===== src/logic/store_map_pkg.sv =====
// package: storage map constants, trap offsets and carrier structs
package store_map_pkg;

    localparam int          ADDR_W          = 16;
    localparam int          AUX_W           = 12;
    // control storage is always 16K bytes long, at the top of the map only on 48K
    localparam logic [15:0] CTRL_SIZE       = 16'h4000;
    localparam logic [15:0] PROG_BASE       = 16'h0000;
    // control storage base per system size
    localparam logic [15:0] CTRL_BASE_16K   = 16'h4000;
    localparam logic [15:0] CTRL_BASE_24_32 = 16'h8000;
    localparam logic [15:0] CTRL_BASE_48K   = 16'hC000;
    // hole in the 24K array
    localparam logic [15:0] HOLE_LO         = 16'h6000;
    localparam logic [15:0] HOLE_HI         = 16'h7FFF;
    // trap offsets relative to control storage location zero
    localparam logic [15:0] TRAP_OFS_CSL    = 16'h0010;
    localparam logic [15:0] TRAP_OFS_RESET  = 16'h0240;
    localparam logic [15:0] TRAP_OFS_MCHK   = 16'h0220;
    localparam logic [15:0] TRAP_OFS_MAINT  = 16'h0280;
    localparam logic [15:0] TRAP_OFS_WRAP   = 16'h0210;
    localparam logic [15:0] TRAP_OFS_CHAN   = 16'h0170;
    localparam int          TRAP_N          = 6;
    // aux module digit positions within the address latch
    localparam int          AUX_D1_MSB      = 15;
    localparam int          AUX_D34_MSB     = 7;

    typedef enum logic [1:0] {
        SYS_16K,
        SYS_24K,
        SYS_32K,
        SYS_48K
    } sys_size_t;

    // trap request bits, highest priority first in the vector
    typedef struct packed {
        logic reset_load;
        logic machine_check;
        logic wrap_protect;
        logic chan_priority;
        logic maintenance;
        logic control_store_load_trap;
    } trap_req_t;

    typedef struct packed {
        logic        prog_sel;
        logic        ctrl_sel;
        logic        unmapped;
        logic [15:0] phys;
        logic [11:0] aux_addr;
    } decode_t;

endpackage : store_map_pkg


===== src/logic/storage_map.sv =====
// storage address map: region decode, aux select and trap address forcing
// address map by size (program / control / nothing):
//   16K: 0000-3FFF program, 4000-7FFF control, 8000 up nothing
//   24K: 0000-5FFF program, 6000-7FFF hole, 8000-BFFF control
//   32K: 0000-7FFF program, 8000-BFFF control, C000 up nothing
//   48K: 0000-BFFF program, C000-FFFF control
// aux modules by size: 16K 0-7, 24K 0-5 and 8-B, 32K 0-B, 48K 0-F
//
// the decode works on the value about to be latched, so the selects
// in dec line up with the latch in the same cycle instead of trailing
// it by one; the cost is a longer path from next_addr and the trap
// inputs through the compare chain into the flops.
// a trap and a load in one cycle: the trap wins and the load is
// dropped, so the assembler must present it again if still wanted.
module storage_map
    import store_map_pkg::*;
(
    input  wire logic        clk,
    input  wire logic        rst,
    input  wire sys_size_t   sys_size,
    input  wire logic [15:0] next_addr,
    input  wire logic        addr_load,
    input  wire logic        aux_access,
    input  wire trap_req_t   trap_req,
    output logic [15:0]      storage_address_latch,
    output decode_t          dec,
    output logic             trap_taken,
    output logic [3:0]       aux_module_count
);

    // where the next latch value comes from
    typedef enum logic [1:0] {
        SRC_HOLD,
        SRC_LOAD,
        SRC_TRAP
    } src_t;

    logic [15:0] addr_r;
    logic [15:0] addr_nxt;
    logic        taken_r;
    logic        taken_nxt;
    decode_t     dec_r;
    decode_t     dec_nxt;
    logic [15:0] ctrl_base;
    logic [15:0] prog_top;
    logic        trap_hit;
    logic [15:0] trap_vec;
    logic [3:0]  aux_mod;
    logic [15:0] ctrl_top;
    logic        hole_on;
    logic        in_prog;
    logic        in_ctrl;
    logic        in_hole;
    logic [15:0] aux_present;
    src_t        src;

    // capacity sets the control base and top of program storage
    always_comb begin
        ctrl_base = CTRL_BASE_24_32;
        prog_top  = 16'h7FFF;
        case (sys_size)
            SYS_16K: begin
                ctrl_base = CTRL_BASE_16K;
                prog_top  = CTRL_BASE_16K - 16'h0001;
            end
            SYS_24K: begin
                ctrl_base = CTRL_BASE_24_32;
                prog_top  = HOLE_LO - 16'h0001;
            end
            SYS_32K: begin
                ctrl_base = CTRL_BASE_24_32;
                prog_top  = CTRL_BASE_24_32 - 16'h0001;
            end
            default: begin
                ctrl_base = CTRL_BASE_48K;
                prog_top  = CTRL_BASE_48K - 16'h0001;
            end
        endcase
    end

    trap_vector_gen u_trap (
        .req       (trap_req),
        .ctrl_base (ctrl_base),
        .hit       (trap_hit),
        .vector    (trap_vec)
    );

    // pick the source of the next latch value; a trap beats a load
    always_comb begin
        if (trap_hit) begin
            src = SRC_TRAP;
        end else if (addr_load) begin
            src = SRC_LOAD;
        end else begin
            src = SRC_HOLD;
        end
    end

    // next latch value and trap indication from the chosen source
    always_comb begin
        addr_nxt  = addr_r;
        taken_nxt = 1'b0;
        case (src)
            SRC_TRAP: begin
                // vector goes straight in, bypassing next_addr
                addr_nxt  = trap_vec;
                taken_nxt = 1'b1;
            end
            SRC_LOAD: begin
                addr_nxt = next_addr;
            end
            default: begin
                addr_nxt = addr_r;                    // hold between accesses
            end
        endcase
    end

    // aux module: first digit gives module, digits three and four the byte
    always_comb begin
        aux_mod = addr_nxt[AUX_D1_MSB -: 4];
        case (sys_size)
            SYS_16K: aux_module_count = 4'd7;
            SYS_24K: aux_module_count = 4'd11;        // 8-B stand in for 6-7
            SYS_32K: aux_module_count = 4'd11;
            default: aux_module_count = 4'd15;
        endcase
    end

    // modules present: everything up to the count, less the 24K gap;
    // a mask keeps the decode one lookup instead of a compare chain
    always_comb begin
        aux_present = '0;
        for (int m = 0; m < 16; m++) begin
            aux_present[m] = (4'(m) <= aux_module_count);
        end
        if (sys_size == SYS_24K) begin
            // 24K machines have no modules 6 and 7
            aux_present[6] = 1'b0;
            aux_present[7] = 1'b0;
        end
    end

    // upper end of control storage and whether the 24K hole applies
    always_comb begin
        ctrl_top = 16'(ctrl_base + (CTRL_SIZE - 16'h0001));
        hole_on  = (sys_size == SYS_24K);
    end

    // range tests on the address being latched; for a legal size no range,
    // the hole included, overlaps another, so the order below is harmless
    always_comb begin
        in_prog = (addr_nxt >= PROG_BASE) && (addr_nxt <= prog_top);
        in_ctrl = (addr_nxt >= ctrl_base) && (addr_nxt <= ctrl_top);
        in_hole = hole_on && (addr_nxt >= HOLE_LO) && (addr_nxt <= HOLE_HI);
    end

    // region decode of the address being latched
    always_comb begin
        dec_nxt          = '0;
        dec_nxt.phys     = addr_nxt;
        dec_nxt.aux_addr = {aux_mod, addr_nxt[AUX_D34_MSB -: 8]};
        if (aux_access) begin
            // missing modules answer as unmapped, never alias
            dec_nxt.unmapped = ~aux_present[aux_mod];
        end else if (in_hole) begin
            dec_nxt.unmapped = 1'b1;
        end else if (in_ctrl) begin
            dec_nxt.ctrl_sel = 1'b1;
        end else if (in_prog) begin
            dec_nxt.prog_sel = 1'b1;
        end else begin
            // above control storage on 16K, 24K and 32K
            dec_nxt.unmapped = 1'b1;
        end
    end

    // register stage: address, decode and trap indication
    always_ff @(posedge clk) begin
        if (rst) begin
            addr_r  <= 16'h0000;
            taken_r <= 1'b0;
            dec_r   <= '0;
        end else begin
            addr_r  <= addr_nxt;
            taken_r <= taken_nxt;
            dec_r   <= dec_nxt;
        end
    end

    assign storage_address_latch = addr_r;
    assign dec                   = dec_r;
    assign trap_taken            = taken_r;

endmodule : storage_map


===== src/logic/trap_vector_gen.sv =====
// trap vector generator: picks the winning trap and forms its address
module trap_vector_gen
    import store_map_pkg::*;
(
    input  wire trap_req_t   req,
    input  wire logic [15:0] ctrl_base,
    output logic             hit,
    output logic [15:0]      vector
);

    logic [15:0] ofs;

    // fixed priority; each cause owns a distinct offset
    always_comb begin
        hit = 1'b1;
        ofs = TRAP_OFS_CSL;
        if (req.reset_load) begin
            ofs = TRAP_OFS_RESET;
        end else if (req.machine_check) begin
            ofs = TRAP_OFS_MCHK;
        end else if (req.wrap_protect) begin
            ofs = TRAP_OFS_WRAP;
        end else if (req.chan_priority) begin
            ofs = TRAP_OFS_CHAN;
        end else if (req.maintenance) begin
            ofs = TRAP_OFS_MAINT;
        end else if (req.control_store_load_trap) begin
            ofs = TRAP_OFS_CSL;
        end else begin
            hit = 1'b0;
        end
        vector = ctrl_base + ofs;
    end

endmodule : trap_vector_gen


===== config.mk =====
export PLATFORM = sky130hd
export DESIGN_NAME = storage_map
export DESIGN_NICKNAME = d
export VERILOG_FILES = /design/src/logic/store_map_pkg.sv /design/src/logic/storage_map.sv /design/src/logic/trap_vector_gen.sv
export SDC_FILE = /design/constraint.sdc
export NUM_CORES = 1
export LEC_CHECK = 0
export BUFFER_PORTS_ARGS = -buffer_cell sky130_fd_sc_hd__buf_4
export CAP_MARGIN = 20
export CORE_ASPECT_RATIO = 1.2
export CORE_UTILIZATION = 50
export CTS_CLUSTER_DIAMETER = 80
export DETAILED_ROUTE_END_ITERATION = 6
export HOLD_SLACK_MARGIN = 0.05
export PLACE_DENSITY_LB_ADDON = 0.15
export SYNTH_ARGS = -nofsm -noshare
export SYNTH_HDL_FRONTEND = slang
export SYNTH_SLANG_ARGS = --single-unit

===== constraint.sdc =====
create_clock -name clk -period 6.25 [get_ports clk]
set_input_delay 0.625 -clock clk [delete_from_list [all_inputs] [get_ports clk]]
set_output_delay 0.625 -clock clk [all_outputs]
set_load 0.01 [all_outputs]

# Yosys cells after proc, flatten, opt, wreduce, memory -nomap -nowiden
# Index checks and enable logic that the tools add are counted.
# op_classes
addsub	2
n_mul	0
div	0
n_lt_le_gt_ge	23
n_eq_ne	4
shift	0
n_mux	27
n_bitwise	1
n_reduce_logical	8
# ops
cell	count
2-to-1 mux 16 bit	4
one-hot mux 16 bit (2 select lines)	2
one-hot mux 16 bit (3 select lines)	1
less-or-equal comparator 16 bit	2
less-or-equal comparator 4 bit, first input constant	8
adder 16 x 14 -> 16 bit, second input constant	1
adder 16 bit	1
>= comparator 16 x 1 -> 1 bit, second input constant	1
>= comparator 16 x 15 -> 1 bit, second input constant	1
>= comparator 16 bit	1
less-or-equal comparator 16 x 15 -> 1 bit, second input constant	1
less-or-equal comparator 3 x 4 -> 1 bit, first input constant	4
2-to-1 mux 1 bit	15
2-to-1 mux 10 bit	1
less-or-equal comparator 1 x 4 -> 1 bit, first input constant	2
less-or-equal comparator 2 x 4 -> 1 bit, first input constant	2
one-hot mux 4 bit (2 select lines)	1
less-than comparator 4 x 5 -> 1 bit, second input constant	1
binary-select mux 1 bit (select 4 bit)	1
== test 2 x 1 -> 1 bit, second input constant	2
== test 2 bit, second input constant	2
logical AND 1 bit	4
2-to-1 mux 2 bit	2
OR reduction 4 bit	1
other kinds (4)	4
# totals
regBits	32
latch_bits	0
ram_bits	0
rom_bits	0
input_bits	28
output_inout_bits	52
wordCells	71
n_memories	0

# Depth between registers and ports, before layout
# depth
word_depth	15
mapped_depth	11
ltp_nobuf	10

# By module
# From an unflattened synthesis, not the netlist that was laid out.
# unflattened
hier_cells	235
hier_area_um2	2038.2
# by_module_without_submodules
module	instances	cells_each	area_each_um2	seq_area_each_um2
storage_map	1	166	1555.2	400.4
trap_vector_gen	1	69	483.0	0.0

# Worst setup path before layout
# Ideal clock, no wire load.
# synth_timing
kind	input to register
from	input port trap_req[2] in the netlist's numbering
to	register dec_r (netlist bit dec[29])
setup_ps	73
arrival_ps	2581
t_required_ps	6177
slack_ps	3596
path_stages	10
n_path_buf	1
cell_sequence	buf_6 nor4_4 nand3_1 and2_2 ha_1 nand2_1 a2111oi_0 a31oi_1 a21oi_2 nor3b_2
# synth_between
elab_chain_len	11
word_cells_on_any_way	22
cone_classes	add/sub (1); order compare (4); eq/ne (2); mux (11); reduce/logical (4)
# synth_lines
item	line	source
from (decl)	storage_map.sv:24	input wire trap_req_t trap_req,
parallel branches: the longest is 6 deep, another holds adder 16 bit	n/a	
one-hot mux 16 bit (2 select lines) (*)	storage_map.sv:103	case (src)
net addr_nxt[15]	storage_map.sv:39	logic [15:0] addr_nxt;
>= comparator 16 x 15 -> 1 bit	storage_map.sv:154	in_hole = hole_on && (addr_nxt >= HOLE_LO) && (addr_nxt <= HOLE_HI);
logical AND 1 bit (2 in series)	storage_map.sv:154	
OR reduction 3 bit (no line)	n/a	
to (signal assigned)	storage_map.sv:186	dec_r <= dec_nxt;
to (decl)	storage_map.sv:42	decode_t dec_r;
# Mark *: on every way through the listed nets, which the timed path passes.
# A chain may end at the register's enable or synchronous reset.

# Worst setup path after layout
# Ends and elaborated chain as after synthesis.

==> reports/qor.txt <==
Routed Antenna Nets: 0
Post-Route Setup TNS: 0 ns
largest net degree at the start of global routing: 27
Yosys Warn Count: 0
Post-CTS Resized: 0
Leakage: 0.9836 nW
r2r setup slk: 3.92 ns
Clock Sinks: 20
hold path depth: 2
routability cong.: 0.9312
Crit path required time: 6.47 ns
1st-pass router iterations: 4
antenna fix cells: 0
Seq/Total Area, Yosys: 0.2402
die span in x: 54.71 um
Setup Skew: 0.007466 ns
post-CTS setup buffer count: 0
HP Class: reg2reg
Arrival @ worst endpoint: 3.01 ns
Critical Path Stages: 10
final hold slack: 0.5774 ns
final worst path period need: 2.787 ns
Cell Chain, Critical Path: buf_4 -> nor4_4 -> nand3_1 -> and2_2 -> ha_1 -> nand2_1 -> a2111oi_0 -> a31oi_1 -> a21oi_2 -> nor3b_2
initial DRC count: 46
drt drc: 0
Avg Vias per Cell: 5.654
RSZ-0062 raised after global routing: no
CP max stage cell: nor4_4
Post-DP HPWL: 3028 um
non-filler instance count after layout: 272
vias in the first global route: 1302
top_reg_cell synth: dfxtp_1
via count: 1538
clk buf depth: 2
post-place setup slack: 3.259 ns
Setup violations, final: 0
num rows: 22
Synth area leaders: dfxtp_1 24%, buf_4 14%, ha_1 8.3%
leading cell type in the layout, fill and taps excluded: buf_4
period utilization: 0.4459
Final Cell Area: 0.002026 mm2
GRT Residual Overflow: 0
clock buffer count from CTS: 3
Synth cell types: 54
CTS Hold Bufs: 0
Cell Pwr Density: 140.9 mW/mm2
number of I/O port buffers: 77
placed insts: 269
worst skew pair latency: 0.29 ns
Clk pin slew, worst setup/hold paths: 0.11 ns
Synth area leader: dfxtp_1
Crit. End Element: flip-flop
status: finished, final reports clean
post-DR wirelength/cell: 13.67 um
die area: 0.003569 mm2
terminus of the critical flop-to-flop path: dec[29]$_SDFF_PP0_
measured slew at the worst slew-check pin: 0.4859 ns
Synth top area share: 0.2402
I/O pins: 80
CTS tree: yes
Root Buffer: clkbuf_4
Worst VDD drop: 69.46 uV
final slew viol count: 0
worst setup margin: 3.463 ns
CP delay by family, top: simple AND/OR/NAND/NOR gates
max incr delay on CP: 0.44 ns
Post-synth EDFFs: 0
FF-to-FF Start: dec[27]$_SDFF_PP0_
post-synthesis cell count: 194
Mapped Area: 0.001667 mm2
Final nets: 277
Area growth syn-to-layout: 21.55%
Placed Instance Area: 0.002003 mm2
share of cells above drive strength 1: 0.4153
WS Path Type: in2reg
highest-count cells in the layout ignoring fill and taps: 77 x buf_4, 20 x dfxtp_1, 16 x nor2_1
core area: 0.003110 mm2
global-route wire length before repair: 5720 um
Max Clk Rate: 0.3588 GHz
Avg Cell Area, Syn: 8.591 um2
Initial Utilization: 0.5358
die height: 65.25 um
Reg2Reg Depth: 9
antenna violations before repair: 0
Critical Path Fanout Max: 9
startpoint types: input pin
ys async rst share: 0
drt total wl: 3719 um
Total GRT Usage: 0.2107
Hold Crit Endpoint: dec[23]$_SDFF_PP0_
number of H-tree levels: 1
Final Hold Fails: 0
hold_sp: dec[23]$_SDFF_PP0_
maxcap violations: 0
Slew headroom: 0.6677
Buffers & Inverters on Critical Path: 1
#FFs+latches synth: 20
[tightest hold or removal path: cells and delay by family, from the launching register on]
| family | cells | cell delay, ns |
|---|---|---|
| and+or+nand+nor | 1 | 0.05 |
| DFF | 1 | 0.36 |
| muxes | 1 | 0.13 |
[sequential cells by signal, indices dropped and copies added, names as in the netlist]
signal / cells
trap_taken: 1
dec: 19
[stage by stage]
| stage | utilization | power [mW] |
|---|---|---|
| after global placement | 0.6440 | 0.2297 |
| after detailed placement | 0.6440 | 0.2299 |
| final | 0.6512 | 0.2853 |
| after floorplan | - | 0.1987 |
| after global routing | 0.6512 | 0.3017 |
| after CTS | 0.6512 | 0.2872 |
[worst max path at each step]
stage | start | slack (ns) | end
2_1_floorplan | trap_req[2] | 3.60 | dec[29]$_SDFF_PP0_
3_3_place_gp | trap_req[2] | 3.40 | dec[30]$_SDFF_PP0_
3_5_place_dp | trap_req[2] | 3.26 | dec[29]$_SDFF_PP0_
4_1_cts | trap_req[2] | 3.56 | dec[29]$_SDFF_PP0_
5_1_grt | trap_req[2] | 3.42 | dec[29]$_SDFF_PP0_
6_report | trap_req[2] | 3.46 | dec[29]$_SDFF_PP0_
[cell families (layout without fill, tap and decap cells)]
logic type / after synthesis / after routing / share of synthesized area
muxes: 15 / 15 / 0.09609
adders and majority gates: 11 / 11 / 0.08258
DFF: 20 / 20 / 0.2402
AOI/OAI and AO/OA: 38 / 38 / 0.1802
and+or+nand+nor: 56 / 56 / 0.1929
buffers and inverters: 53 / 94 / 0.2057
other: 1 / 2 / 0.002250
[metal layers]
layer / share of wire / global-route usage
met4: 0.010 / 0.06090
met1: 0.41 / 0.2801
met3: 0.088 / 0.01620
met2: 0.49 / 0.3509
met5: 0 / 0
[synthesized netlist by cell type (2+ instances only)]
master     number
a211oi_1        2
a211oi_2        2
a21o_1          5
a21oi_1         8
a31o_2          2
buf_4          30
buf_6           4
clkbuf_1        4
dfxtp_1        20
ha_1           11
inv_1          14
mux2_2          4
mux2i_1         9
nand2_1         3
nand2b_1        2
nand3_1         7
nand4_1         2
nor2_1         16
nor2b_1         2
nor3_1          7
nor4_1          4
o2111ai_1       2
or4_1           3
[power by group]
group          leakage, nW  total [mW]  internal, mW  switching (mW)
Combinational        0.806      0.0923        0.0451          0.0471
Clock               0.0138      0.0578        0.0224          0.0354
Sequential           0.164       0.135         0.132         0.00333
[final cells by class]
type / instances / area (um2)
sequential: 20 / 400.4
multi-input combinational: 122 / 927.1
fill: 282 / 1085
timing repair buffer: 77 / 578.1
inverter: 14 / 52.55
clock buffer: 3 / 22.52
tap: 36 / 45.04
No activity file was read; power rests on OpenSTA's default activity.
